**src/emb_params.svh**
```systemverilog
`ifndef EMB_PARAMS_SVH
`define EMB_PARAMS_SVH

// ====================================================================
// widths of the external bus
`define EMB_ADDR_W 16
`define EMB_DATA_W 16

// ====================================================================
// reset values of the pin function selects, port directions and port outputs: all pins on the bus
`define EMB_SEL_RST 16'hFFFF
`define EMB_DIR_RST 16'h0000
`define EMB_OUT_RST 16'h0000

// ====================================================================
// strobe low time in clock cycles, default
`define EMB_WAIT_DEF 1
`define EMB_CNT_W 4

`endif

```
**src/emb_pkg.sv**
```systemverilog
`include "emb_params.svh"

package emb_pkg;

    // ================================================================
    // bus sequencer states
    typedef enum logic [1:0] {
        EMB_IDLE   = 2'b00,
        EMB_SETUP  = 2'b01,
        EMB_STROBE = 2'b10,
        EMB_HOLD   = 2'b11
    } emb_state_type;

    // ================================================================
    // one core-side access request
    typedef struct packed {
        logic write;                      // 1 write, 0 read
        logic prog;                       // 1 program space, 0 data space
        logic [`EMB_ADDR_W-1:0] addr;     // word address
        logic [`EMB_DATA_W-1:0] wdata;    // write data
    } emb_req_type;

    // ================================================================
    // software pin configuration, written as one word
    typedef struct packed {
        logic [`EMB_ADDR_W-1:0] a_bus_sel; // 1 address bus, 0 port a
        logic [`EMB_ADDR_W-1:0] a_dir;     // port a, 1 output
        logic [`EMB_ADDR_W-1:0] a_out;     // port a output values
        logic [`EMB_DATA_W-1:0] g_bus_sel; // 1 data bus, 0 port g
        logic [`EMB_DATA_W-1:0] g_dir;     // port g, 1 output
        logic [`EMB_DATA_W-1:0] g_out;     // port g output values
        logic ps_as_cs0;                   // program select pin shows cs 0
        logic ds_as_cs1;                   // data select pin shows cs 1
    } emb_cfg_type;

endpackage

```
**src/emb_pin_mux.sv**
```systemverilog
`include "emb_params.svh"

module emb_pin_mux
    import emb_pkg::*;
#(
    parameter int W = `EMB_DATA_W
) (
    // clock, reset and enable
    input wire logic mclk,
    input wire logic rst_n,
    input wire logic ce,
    // function select and sources
    input wire logic [W-1:0] bus_sel,
    input wire logic [W-1:0] bus_out,
    input wire logic [W-1:0] bus_oe,
    input wire logic [W-1:0] gpio_dir,
    input wire logic [W-1:0] gpio_out,
    // pin side
    input wire logic [W-1:0] pin_i,
    output logic [W-1:0] pin_o,
    output logic [W-1:0] pin_oe,
    // general-purpose input view
    output logic [W-1:0] gpio_in
);

    // ================================================================
    // per-pin selection between bus and general-purpose function
    genvar i;
    generate
        for (i = 0; i < W; i++) begin : g_pin
            // RULE_04 per-pin direction select
            // RULE_05 per-pin direction select
            assign pin_o[i] = bus_sel[i] ? bus_out[i] : gpio_out[i];
            assign pin_oe[i] = bus_sel[i] ? bus_oe[i] : gpio_dir[i];
        end
    endgenerate

    // ================================================================
    // registered input sample for the port view
    always_ff @(posedge mclk or negedge rst_n) begin
        if (!rst_n) begin
            gpio_in <= '0;
        end else if (ce) begin
            gpio_in <= pin_i;
        end
    end

endmodule

```
**src/emb_bus_ctrl.sv**
```systemverilog
// Function
// RULE_01 - address pins carry every external access address
// RULE_02 - data pins carry every external access word
// RULE_03 - data pins float when bus idle
// RULE_04 - address pins usable as port a gpio
// RULE_05 - data pins usable as port g gpio
// RULE_06 - bus function selected after reset
// RULE_07 - program select low during program accesses
// RULE_08 - program select reprogrammable as chip select zero
// RULE_09 - data select low, reprogrammable chip select one
// RULE_10 - read strobe low, capture on rise
// RULE_11 - write strobe low, data driven out
// RULE_12 - per-pin bus or gpio select, bus reset
`include "emb_params.svh"

module emb_bus_ctrl
    import emb_pkg::*;
#(
    parameter int WAIT_CYC = `EMB_WAIT_DEF
) (
    // clock, reset, enable
    input wire logic mclk,
    input wire logic rst_n,
    input wire logic ce,
    // core access request
    input wire logic req_valid,
    input wire emb_req_type req,
    output logic req_ready,
    // read answer
    output logic rd_valid,
    output logic [`EMB_DATA_W-1:0] rd_data,
    // pin configuration write
    input wire logic cfg_we,
    input wire emb_cfg_type cfg_wdata,
    output emb_cfg_type cfg_q,
    // chip select unit levels, active low
    input wire logic chip_select_zero_n,
    input wire logic chip_select_one_n,
    // general-purpose port views
    output logic [`EMB_ADDR_W-1:0] port_a_general_io,
    output logic [`EMB_DATA_W-1:0] port_g_general_io,
    // address pins
    input wire logic [`EMB_ADDR_W-1:0] ext_address_lines_i,
    output logic [`EMB_ADDR_W-1:0] ext_address_lines_o,
    output logic [`EMB_ADDR_W-1:0] ext_address_lines_oe,
    // data pins
    input wire logic [`EMB_DATA_W-1:0] ext_data_lines_i,
    output logic [`EMB_DATA_W-1:0] ext_data_lines_o,
    output logic [`EMB_DATA_W-1:0] ext_data_lines_oe,
    // bus control pins
    output logic program_space_select_n,
    output logic data_space_select_n,
    output logic read_strobe_n,
    output logic write_strobe_n
);

    // ================================================================
    // state
    emb_state_type state_ff, nxt_state;       // sequencer
    emb_req_type req_ff;                      // access in flight
    logic [`EMB_CNT_W-1:0] cnt_ff, nxt_cnt;   // strobe cycles left
    logic [`EMB_DATA_W-1:0] rdata_ff;         // captured read word
    logic rvalid_ff;                          // read answer pulse
    emb_cfg_type cfg_ff;                      // pin configuration

    localparam logic [`EMB_CNT_W-1:0] STRB_LAST = `EMB_CNT_W'(WAIT_CYC - 1);

    // ================================================================
    // decoded phases
    wire take = req_valid && req_ready && ce;
    wire active = (state_ff != EMB_IDLE);
    wire in_strobe = (state_ff == EMB_STROBE);
    wire strobe_end = in_strobe && (cnt_ff == '0);
    wire bus_rd_low = in_strobe && !req_ff.write;
    wire bus_wr_low = in_strobe && req_ff.write;
    wire ps_bus_n = !(active && req_ff.prog);
    wire ds_bus_n = !(active && !req_ff.prog);

    assign req_ready = (state_ff == EMB_IDLE);

    // ================================================================
    // next-state logic of the access sequence
    always_comb begin
        nxt_state = state_ff;
        nxt_cnt = cnt_ff;
        case (state_ff)
            EMB_IDLE: begin
                if (take) begin
                    nxt_state = EMB_SETUP;
                end
            end
            EMB_SETUP: begin
                // address and select settle before the strobe
                nxt_state = EMB_STROBE;
                nxt_cnt = STRB_LAST;
            end
            EMB_STROBE: begin
                if (cnt_ff == '0) begin
                    nxt_state = EMB_HOLD;
                end else begin
                    nxt_cnt = cnt_ff - 1'b1;
                end
            end
            EMB_HOLD: begin
                // strobe high, address and select still held
                nxt_state = EMB_IDLE;
            end
            default: begin
                nxt_state = EMB_IDLE;
            end
        endcase
    end

    // ================================================================
    // sequencer registers
    always_ff @(posedge mclk or negedge rst_n) begin
        if (!rst_n) begin
            state_ff <= EMB_IDLE;
            cnt_ff <= '0;
        end else if (ce) begin
            state_ff <= nxt_state;
            cnt_ff <= nxt_cnt;
        end
    end

    // ================================================================
    // request capture
    always_ff @(posedge mclk or negedge rst_n) begin
        if (!rst_n) begin
            req_ff <= '0;
        end else if (take) begin
            req_ff <= req;
        end
    end

    // ================================================================
    // read data capture as the read strobe returns high
    always_ff @(posedge mclk or negedge rst_n) begin
        if (!rst_n) begin
            rdata_ff <= '0;
            rvalid_ff <= 1'b0;
        end else if (ce) begin
            // RULE_10 capture on rise
            rvalid_ff <= strobe_end && !req_ff.write;
            if (strobe_end && !req_ff.write) begin
                rdata_ff <= ext_data_lines_i;
            end
        end
    end

    assign rd_valid = rvalid_ff;
    assign rd_data = rdata_ff;

    // ================================================================
    // pin configuration, bus function out of reset
    always_ff @(posedge mclk or negedge rst_n) begin
        if (!rst_n) begin
            // RULE_06 bus after reset
            // RULE_12 bus select reset
            cfg_ff.a_bus_sel <= `EMB_SEL_RST;
            cfg_ff.g_bus_sel <= `EMB_SEL_RST;
            cfg_ff.a_dir <= `EMB_DIR_RST;
            cfg_ff.g_dir <= `EMB_DIR_RST;
            cfg_ff.a_out <= `EMB_OUT_RST;
            cfg_ff.g_out <= `EMB_OUT_RST;
            cfg_ff.ps_as_cs0 <= 1'b0;
            cfg_ff.ds_as_cs1 <= 1'b0;
        end else if (ce && cfg_we) begin
            cfg_ff <= cfg_wdata;
        end
    end

    assign cfg_q = cfg_ff;

    // ================================================================
    // control pins
    // RULE_07 program select strobe
    // RULE_08 chip select zero option
    assign program_space_select_n = cfg_ff.ps_as_cs0 ? chip_select_zero_n : ps_bus_n;
    // RULE_09 data select or cs one
    assign data_space_select_n = cfg_ff.ds_as_cs1 ? chip_select_one_n : ds_bus_n;
    assign read_strobe_n = !bus_rd_low;
    // RULE_11 write strobe low
    assign write_strobe_n = !bus_wr_low;

    // ================================================================
    // address pin group: bus outputs always driven
    // RULE_01 address on pins
    emb_pin_mux #(.W(`EMB_ADDR_W)) u_addr_mux (
        .mclk(mclk),
        .rst_n(rst_n),
        .ce(ce),
        .bus_sel(cfg_ff.a_bus_sel),
        .bus_out(req_ff.addr),
        .bus_oe({`EMB_ADDR_W{1'b1}}),
        .gpio_dir(cfg_ff.a_dir),
        .gpio_out(cfg_ff.a_out),
        .pin_i(ext_address_lines_i),
        .pin_o(ext_address_lines_o),
        .pin_oe(ext_address_lines_oe),
        .gpio_in(port_a_general_io)
    );

    // ================================================================
    // data pin group: bus outputs driven only while write strobe is low
    // RULE_02 data word on pins
    // RULE_03 float when idle
    emb_pin_mux #(.W(`EMB_DATA_W)) u_data_mux (
        .mclk(mclk),
        .rst_n(rst_n),
        .ce(ce),
        .bus_sel(cfg_ff.g_bus_sel),
        .bus_out(req_ff.wdata),
        .bus_oe({`EMB_DATA_W{bus_wr_low}}),
        .gpio_dir(cfg_ff.g_dir),
        .gpio_out(cfg_ff.g_out),
        .pin_i(ext_data_lines_i),
        .pin_o(ext_data_lines_o),
        .pin_oe(ext_data_lines_oe),
        .gpio_in(port_g_general_io)
    );

    // ================================================================
    // assertions
    a_addr_on_pins: assert property (@(posedge mclk) disable iff (!rst_n) // RULE_01
        active |-> ((ext_address_lines_o ^ req_ff.addr) & cfg_ff.a_bus_sel) == '0)
        else $error("address pins differ from access address");

    a_write_data_out: assert property (@(posedge mclk) disable iff (!rst_n) // RULE_02
        !write_strobe_n |-> (ext_data_lines_oe & cfg_ff.g_bus_sel) == cfg_ff.g_bus_sel
            && ((ext_data_lines_o ^ req_ff.wdata) & cfg_ff.g_bus_sel) == '0)
        else $error("write data not driven during write strobe");

    a_idle_data_float: assert property (@(posedge mclk) disable iff (!rst_n) // RULE_03
        !active |-> (ext_data_lines_oe & cfg_ff.g_bus_sel) == '0)
        else $error("data bus driven while idle");

    a_reset_bus_sel: assert property (@(posedge mclk) disable iff (!rst_n) // RULE_06
        !$past(rst_n) |-> cfg_ff.a_bus_sel == `EMB_SEL_RST
            && cfg_ff.g_bus_sel == `EMB_SEL_RST)
        else $error("pins not on bus after reset");

    a_prog_select: assert property (@(posedge mclk) disable iff (!rst_n) // RULE_07
        !cfg_ff.ps_as_cs0 |-> program_space_select_n == !(active && req_ff.prog))
        else $error("program select wrong");

    a_cs0_pass: assert property (@(posedge mclk) disable iff (!rst_n) // RULE_08
        cfg_ff.ps_as_cs0 |-> program_space_select_n == chip_select_zero_n)
        else $error("chip select zero not passed");

    a_data_select: assert property (@(posedge mclk) disable iff (!rst_n) // RULE_09
        !cfg_ff.ds_as_cs1 && take && !req.prog |=> !data_space_select_n [*3])
        else $error("data select not low through access");

    a_read_capture: assert property (@(posedge mclk) disable iff (!rst_n) // RULE_10
        ce && !read_strobe_n && strobe_end |=> rd_valid && read_strobe_n
            && rd_data == $past(ext_data_lines_i))
        else $error("read data not captured at strobe rise");

    a_write_strobe: assert property (@(posedge mclk) disable iff (!rst_n) // RULE_11
        take && req.write |=> write_strobe_n ##1 !write_strobe_n)
        else $error("write strobe not low after setup");

    a_gpio_dir: assert property (@(posedge mclk) disable iff (!rst_n) // RULE_04
        ((ext_address_lines_oe ^ cfg_ff.a_dir) & ~cfg_ff.a_bus_sel) == '0)
        else $error("port a direction not followed");

endmodule

```
**config.mk**
```make
export PLATFORM = sky130hd
export DESIGN_NAME = emb_bus_ctrl
export DESIGN_NICKNAME = d
export VERILOG_FILES = /design/src/emb_pkg.sv /design/src/emb_pin_mux.sv /design/src/emb_bus_ctrl.sv
export VERILOG_INCLUDE_DIRS = /design/src
export SDC_FILE = /design/constraint.sdc
export NUM_CORES = 1
export LEC_CHECK = 0
export BUFFER_PORTS_ARGS = -buffer_cell sky130_fd_sc_hd__clkbuf_2
export CORE_AREA = 2 2 148 150
export DETAILED_ROUTE_END_ITERATION = 10
export DIE_AREA = 0 0 150 152
export PLACE_DENSITY = 0.67
export SYNTH_ARGS = -nofsm -noshare
export SYNTH_HDL_FRONTEND = slang
export SYNTH_SLANG_ARGS = --single-unit
export TNS_END_PERCENT = 30
```
**constraint.sdc**
```tcl
create_clock -name mclk -period 2.4 [get_ports mclk]
set_input_delay 0.6 -clock mclk [delete_from_list [all_inputs] [get_ports mclk]]
set_output_delay 0.6 -clock mclk [all_outputs]
set_load 0.01 [all_outputs]
```
After elaboration in Yosys (flattened, before gate mapping)

Cells that the tools add are included.

Eq/ne operators: 6
Reductions and logical operators: 22
$add $sub $neg: 1
Multiplexer cells: 71

Operators by type and width:

| operator              | count |
|---|---|
| $mux W1               | 66 |
| $logic_and A1 B1 Y1   | 9 |
| $pmux W2 S4           | 1 |
| $pmux W4 S2           | 1 |
| $logic_not A1 Y1      | 6 |
| $reduce_and A3 Y1     | 2 |
| $eq A2 B2 Y1 const B  | 2 |
| $logic_not A4 Y1      | 1 |
| $mux W2               | 2 |
| $mux W4               | 1 |
| $ne A2 B1 Y1 const B  | 2 |
| $reduce_bool A2 Y1    | 2 |
| $sub A4 B1 Y4 const B | 1 |
| $eq A2 B1 Y1 const B  | 1 |
| $logic_not A2 Y1      | 1 |
| $ne A2 B2 Y1 const B  | 1 |
| $reduce_and A2 Y1     | 1 |

Bits of input ports: 171
Logic and storage cells: 118
Register bits after elaboration: 187

Depth between registers and ports, before layout

Gate-level depths: netlist of run 1.

Depth after elaboration: 5
Mapped depth: 7
Depth with buffers taken out: 5

Modules after synthesis

A second synthesis of run 1 with hierarchy kept.

Cell total of the unflattened synthesis: 499
Area, all modules: 8010.2 um2

Modules (own cells, without submodules):

| module       | seq. area each (um2) | cells an instance | area an instance (um2) | times used |
|---|---|---|---|---|
| emb_bus_ctrl | 3918.8               | 367               | 5990.7                 | 1 |
| emb_pin_mux  | 400.4                | 66                | 1009.7                 | 2 |

Worst setup path after synthesis of run 1

OpenSTA, ideal clock, no wires.

Path kind: register to output
From: register state_ff[0]
To: output ext_data_lines_oe[0]
Cell stages (with the launch flop): 8
Data required time: 1.800 ns
Slack: 0.348 ns
Arrival time: 1.452 ns
Cells stage by stage: dfrtp_1 -> inv_1 -> ha_1 -> buf_4 -> and2_1 -> clkbuf_1 -> clkbuf_1 -> mux2_2

Longest elaborated chain between the ends: 3

RTL lines:

| element                | line                | text |
|---|---|---|
| from (decl)            | emb_bus_ctrl.sv:59  | `emb_state_type state_ff, nxt_state;` |
| from (signal assigned) | emb_bus_ctrl.sv:121 | `state_ff <= nxt_state;` |
| $eq A2 B2 Y1           | emb_bus_ctrl.sv:72  | `wire in_strobe = (state_ff == EMB_STROBE);` |
| $logic_and A1 B1 Y1    | emb_bus_ctrl.sv:75  | `wire bus_wr_low = in_strobe && req_ff.write;` |
| $mux W1                | emb_pin_mux.sv:34   | `assign pin_oe[i] = bus_sel[i] ? bus_oe[i] : gpio_dir[i];` |
| to (decl)              | emb_bus_ctrl.sv:49  | `` output logic [`EMB_DATA_W-1:0] ext_data_lines_oe, `` |

Every way passes these cells.

Worst setup path in the final report of run 1

From: register state_ff[1]
To: output ext_data_lines_oe[7]

Same word-level chain as after synthesis.

==> impl_metrics.csv, run 1 <==
group,metric,value,unit
status,outcome,"finished, final reports clean",
timing,setup_viol_count_final,0,
global_route,grt_pass1_wl,31900,microns
job,max_cap_violations,0,
drt,drt_iter0_markers,156,
global_route,gr-total-overflow,0,
power_and_ir_drop,p_total,10.4,mW
floorplan,die-area,22800,sq um
cells_and_area,fin_util,0.506,
synthesis,synth_area_leaders,"dfrtp_1 (49%), mux2_2 (31%), dfstp_2 (11%), mux2_4 (1.7%), or2_2 (1.3%)",
timing,rsz0062_at_grt,"no",
cells_and_area,area.growth.synth_to_final,36.7,%
setup_path,crit_arrival,1.72,ns
cells_and_area,drive_above_1_share,0.786,
cells_and_area,nNetsFinal,1075,
timing,finalSetupTns,0,ns
drt,drc,0,
global_route,antenna_found_initial,1,
power_and_ir_drop,irDropWorstVdd,0.405,mV
setup_path,end_kind,"output port",
clocking,numCtsBuffers,17,
timing,hold_violations,0,
setup_path,required,1.80,ns
drt,vias,5549,
clocking,clock_path_buffers,2,
clocking,worstSkewPairLatency,0.42,ns
synthesis,synth_top_area_frac,0.491,
timing,timing.fmax,431,MHz
power_and_ir_drop,leakagePower,5.31,nW
clocking,cts-root-buf,"clkbuf_16",
place,gp_congestion,0.814,
drt,vias_per_cell,4.66,
clocking,htreeDepth,4,
timing,slew_violations,0,
synthesis,ys_ff_latch,187,
timing,postLayoutSetupSlackWorst,0.0803,ns
synthesis,synth.cell_area,7900,sq um
cells_and_area,fillers,1942,
synthesis,ys_warn_count,0,
global_route,grt_pass1_vias,5775,
synthesis,synthArstFlopShare,1.00,
setup_path,critPathKind,"flop to output port",
synthesis,synth_nets,676,
floorplan,rows,54,
timing,holdWs,0.168,ns
setup_path,cp_max_fo,17,
synthesis,synthCells,500,
clocking,cts_tree,"built",
synthesis,ys_types,34,
synthesis,synth.avg_cell_area,15.8,sq um
synthesis,synth_common_cells,"mux2_2 (220), dfrtp_1 (155), dfstp_2 (32)",
clocking,path_clk_slew,0.07,ns
synthesis,ys_seq_area_frac,0.597,
timing,final.min_clock_period,2.32,ns
timing,fin_skew,0.0113,ns
cells_and_area,antenna_cells,0,
place,hpwl,15800,microns
clocking,cts_sinks,187,
global_route,grt_start_max_net_pins,60,
drt,antenna_left,0,
drt,drt-total-wl,20700,microns
global_route,track_usage,0.181,
setup_path,ff2ff_path_depth,6,
synthesis,synth_most_common_cell,"mux2_2",
synthesis,yosysTopAreaCell,"dfrtp_1",
floorplan,ios,387,
floorplan,start_util,0.370,
setup_path,timing.rr.start,"cnt_ff[0]",
timing,worst_slew_pin_slew,0.521,ns
hold_path,min_path_type,"primary input to async pin",
floorplan,die_w,150,microns
floorplan,core,21400,sq um
drt,wl_per_cell,17.4,microns
setup_path,startpoint_type,"flop",
synthesis,ys.flop_type,"dfrtp_1",
setup_path,timing.rr.end,"rd_data[0]",
setup_path,reg2reg_slack,0.40,ns
floorplan,die_h,152,microns
place,port_buffers,386,
timing,max_slew_margin,0.653,
timing,min_period_over_period,0.967,
power_and_ir_drop,powerDensity,963,nW/um^2
synthesis,synth_edf_count,0,
place,place_ws,0.260,ns
drt,dr.pass1.iters,4,
==> sequential cells by signal, indices dropped and copies added, names as in the netlist <==
signal and count:
cfg_q 98, rd_valid 1, rd_data 16, u_data_mux.gpio_in 16, cnt_ff 4, u_addr_mux.gpio_in 16
state_ff 2, req_ff 34
==> cells by family after synthesis <==
group | after synthesis | share of synthesized area
multiplexers | 229 | 0.331
flip-flops | 187 | 0.597
AND/OR/NAND/NOR | 35 | 0.0284
buffers and inverters | 32 | 0.0246
AO/OA/AOI/OAI | 12 | 0.0109
adder cells (fa/ha/maj) | 5 | 0.00792
==> critical path: stages, from the launching register on <==
cell and delay, ns:
dfrtp_1 0.42, ha_4 0.17, and2_1 0.13, buf_6 0.15, mux2_2 0.28, clkbuf_2 0.13
==> repair_timing <==
item                       in CTS  in global routing
setup buffers                   0                  2
gates resized for setup         4                  1
pin swaps                       0                  1
setup endpoints to repair      17                 17
hold buffers                    0                  0
==> where the power goes <==
| group | leakage [nW] | switching (mW) | total (mW) | internal (mW) |
|---|---|---|---|---|
| registers | 2.18 | 0.539 | 4.52 | 3.98 |
| clock network | 0.255 | 1.28 | 2.64 | 1.36 |
| logic | 2.88 | 1.47 | 3.23 | 1.76 |
| total | 5.31 | 3.29 | 10.4 | 7.11 |
==> placed cells by master (no fill, tap or decap), types with 4 or more instances in the layout <==
| cell type | netlist | final |
|---|---|---|
| buf_12 | 1 | 5 |
| buf_4 | 3 | 10 |
| clkbuf_16 | 0 | 17 |
| clkbuf_2 | 0 | 385 |
| clkinvlp_4 | 0 | 4 |
| dfrtp_1 | 155 | 155 |
| dfstp_2 | 32 | 32 |
| inv_1 | 10 | 9 |
| inv_8 | 0 | 4 |
| mux2_2 | 220 | 220 |
| mux2_4 | 9 | 9 |
| nand2_1 | 5 | 4 |
| or2_2 | 16 | 16 |
==> layout make-up <==
class / instances / area, sq um / share of cell area
Clock buffer: 20 / 437 / 0.0405
Clock inverter: 12 / 110 / 0.0102
Inverter: 10 / 37.5 / 0.00348
Multi-Input combinational cell: 281 / 3010 / 0.279
Sequential cell: 187 / 4720 / 0.437
Tap cell: 280 / 350 / 0.0325
Timing Repair Buffer: 402 / 2130 / 0.197
==> worst max-delay path by stage <==
| stage | start | endpoint | slack [ns] | cells after the start |
|---|---|---|---|---|
| after global placement | state_ff[0] | ext_data_lines_oe[1] | 0.34 | 6 |
| final | state_ff[1] | ext_data_lines_oe[7] | 0.08 | 5 |
| after detailed placement | state_ff[0] | ext_data_lines_oe[1] | 0.26 | 6 |
| after CTS | state_ff[0] | ext_data_lines_oe[1] | 0.006 | 6 |
| after global routing | state_ff[1] | ext_data_lines_oe[1] | 0.006 | 5 |
| after floorplan | state_ff[0] | ext_data_lines_oe[0] | 0.35 | 7 |
==> metrics by stage <==
stage                     cells  cell area, sq um
after CTS                  1190             10800
after detailed placement   1158             10200
after floorplan             500              7900
after global placement     1158             10200
final                      1192             10800
after global routing       1192             10800
==> routing by layer <==
layer	vias to the layer above	routed length, microns	GRT usage
met5	-	0	0
met4	0	278	0.0508
met3	18	1590	0.0526
met2	230	10600	0.324
met1	2720	8250	0.209
li1	2581	-	-
Note: power is estimated with default switching activity, not from simulation.
==> run 2, diff against run 1 <==
BUFFER_PORTS_ARGS = not set   (was -buffer_cell sky130_fd_sc_hd__clkbuf_2)
DONT_BUFFER_PORTS = 1   (was not set)
PLACE_DENSITY = not set   (was 0.67)
SLEW_MARGIN = 0   (was not set)
==> run 2 against run 1 <==
Compared with the run above:
- the flow now finishes with violations (negative hold slack)
- maximum frequency increased by 1.7%
- clock skew increased by 0.0041 ns
- critical endpoint is now ext_data_lines_oe[8]
- critical path depth unchanged
- die area unchanged
- via count decreased by 25%
- core utilization decreased by 9.3 points
- critical path type unchanged
- first-iteration DRC count decreased by 15%
==> impl_metrics.csv, run 2 (same netlist as run 1, synthesis figures left out) <==
group,metric,value,unit
status,outcome,"finished, violations left",
status,violations,"negative hold slack",
floorplan,ios,387,
timing,finalSetupTns,0,ns
setup_path,crit_path_max_incr_delay,0.37,ns
drt,vias,4185,
clocking,clock_path_buffers,2,
timing,setup_viol_count_final,0,
cells_and_area,largest_reg_flops,98,
global_route,antenna_found_initial,2,
drt,routed-wl-met2,9450,microns
floorplan,core,21400,sq um
floorplan,die_w,150,microns
cells_and_area,register_area,4720,sq um
timing,rsz0062_at_grt,"no",
cells_and_area,mostFrequentLayoutCell,"mux2_2",
global_route,grt_pass1_vias,4669,
drt,vias_per_cell,5.26,
timing,fin_skew,0.0154,ns
drt,drt_iter0_markers,132,
drt,drt-total-wl,17900,microns
drt,wl_met1,6630,microns
global_route,gr-total-overflow,0,
clocking,post_cts_buffers,0,
setup_path,required,1.80,ns
timing,final.min_clock_period,2.28,ns
drt,wl_met3,1470,microns
cells_and_area,area.growth.synth_to_final,11.5,%
cells_and_area,nNetsFinal,678,
floorplan,start_util,0.370,
setup_path,end_kind,"output port",
hold_path,min_path_type,"primary input to async pin",
cells_and_area,fillers,1941,
cells_and_area,multi_input_area,3020,sq um
power_and_ir_drop,powerDensity,1100,nW/um^2
setup_path,cp_top_family,"flip-flops",
cells_and_area,layout.cells.most_common_list,"mux2_2 (220), dfrtp_1 (155), dfstp_2 (32), clkbuf_16 (17), or2_2 (16)",
drt,dr.max_layer_used,"met4",
setup_path,startpoint_type,"flop",
timing,hold_violations,155,
timing,min_period_over_period,0.950,
power_and_ir_drop,leakagePower,3.68,nW
clocking,cts_tree,"built",
place,gp_congestion,0.757,
timing,timing.fmax,439,MHz
clocking,cts-root-buf,"clkbuf_16",
timing,max_slew_margin,0.562,
global_route,grt_pass1_wl,27200,microns
global_route,grt_start_max_net_pins,188,
timing,slew_violations,0,
floorplan,die_h,152,microns
timing,holdWs,-0.143,ns
setup_path,critPathKind,"flop to output port",
drt,drc,0,
place,hpwl,12900,microns
clocking,worstSkewPairLatency,0.43,ns
drt,wl_per_cell,22.5,microns
global_route,track_usage,0.156,
clocking,cts_sinks,187,
setup_path,slowest_stage,"dfrtp_1",
timing,worst_slew_pin_slew,0.657,ns
setup_path,cp_max_fo,16,
clocking,path_clk_slew,0.08,ns
setup_path,crit_buf_inv,2,
cells_and_area,fin_util,0.413,
place,port_buffers,0,
floorplan,die-area,22800,sq um
job,max_cap_violations,0,
clocking,htreeDepth,4,
setup_path,crit_arrival,1.68,ns
cells_and_area,instances_no_fill,796,
clocking,numCtsBuffers,17,
cells_and_area,drive_above_1_share,0.629,
drt,antenna_left,0,
floorplan,rows,54,
setup_path,cp_cell_sequence,"inv_2 > ha_4 > and2_4 > buf_12 > mux2_2",
place,dp_cells,763,
drt,dr.pass1.iters,4,
power_and_ir_drop,irDropWorstVdd,0.433,mV
run 2: changes by cell type in the layout (fill, tap and decap cells not counted), moves of 2 or more:
cell        before  now
clkbuf_2       385    0
buf_4           10    1
clkbuf_1         3    0
clkinvlp_4       4    1
clkinv_2         0    2
run 2: worst reg2reg max path: stages, from the launching register on:
cell	delay (ns)
dfrtp_1	0.41
inv_1	0.11
ha_1	0.19
or3b_4	0.42
nor3_4	0.17
buf_12	0.20
mux2_2	0.35
run 2: what timing repair did:
| item | 4_1_cts | 5_1_grt |
|---|---|---|
| resized for setup | 4 | 2 |
| endpoints found under the setup margin | 17 | 1 |
| gates cloned | 0 | 0 |
| endpoints found under the hold margin | 159 | 155 |
run 2: stage by stage:
stage / power [mW] / setup slack, ns / cell area [sq um]
5_1_grt: 10.2 / 0.0390 / 8800
3_5_place_dp: 6.94 / 0.286 / 8190
3_3_place_gp: 6.84 / 0.370 / 8190
2_1_floorplan: 6.36 / 0.348 / 7900
6_report: 9.68 / 0.120 / 8810
4_1_cts: 9.82 / 0.0413 / 8800
run 2: path summary, 6_finish.rpt:
kind,startpoint,endpoint,slack (ns),cells after the start
setup / recovery,state_ff[0],ext_data_lines_oe[8],0.12,5
hold reg to reg,req_ff[9],req_ff[9],0.51,1
setup reg to reg,cnt_ff[0],rd_data[5],0.45,6
min in group mclk,ext_data_lines_i[7],rd_data[7],0.31,1
max in group asynchronous,rst_n,cfg_q[44],2.05,0
hold / removal,rst_n,u_data_mux.gpio_in[7],-0.14,0
run 2: routing by layer:
| layer | GRT usage | vias up |
|---|---|---|
| met5 | 0 | - |
| met4 | 0.0584 | 0 |
| met3 | 0.0523 | 29 |
| met2 | 0.273 | 246 |
| met1 | 0.174 | 2132 |
| li1 | - | 1778 |
run 2: layout make-up:
type	count	area share
diodes	1	0.000284
clock buffers	18	0.0499
clock inverters	14	0.0176
inverters	10	0.00426
multi-input cells	281	0.342
flip-flops and latches	187	0.536
well taps	280	0.0398
repair buffers	5	0.00994
run 2: power by group:
group	total, mW	internal, mW	switching (mW)
Sequential	4.84	3.99	0.853
Combinational	2.05	1.17	0.879
Clock	2.80	1.51	1.29
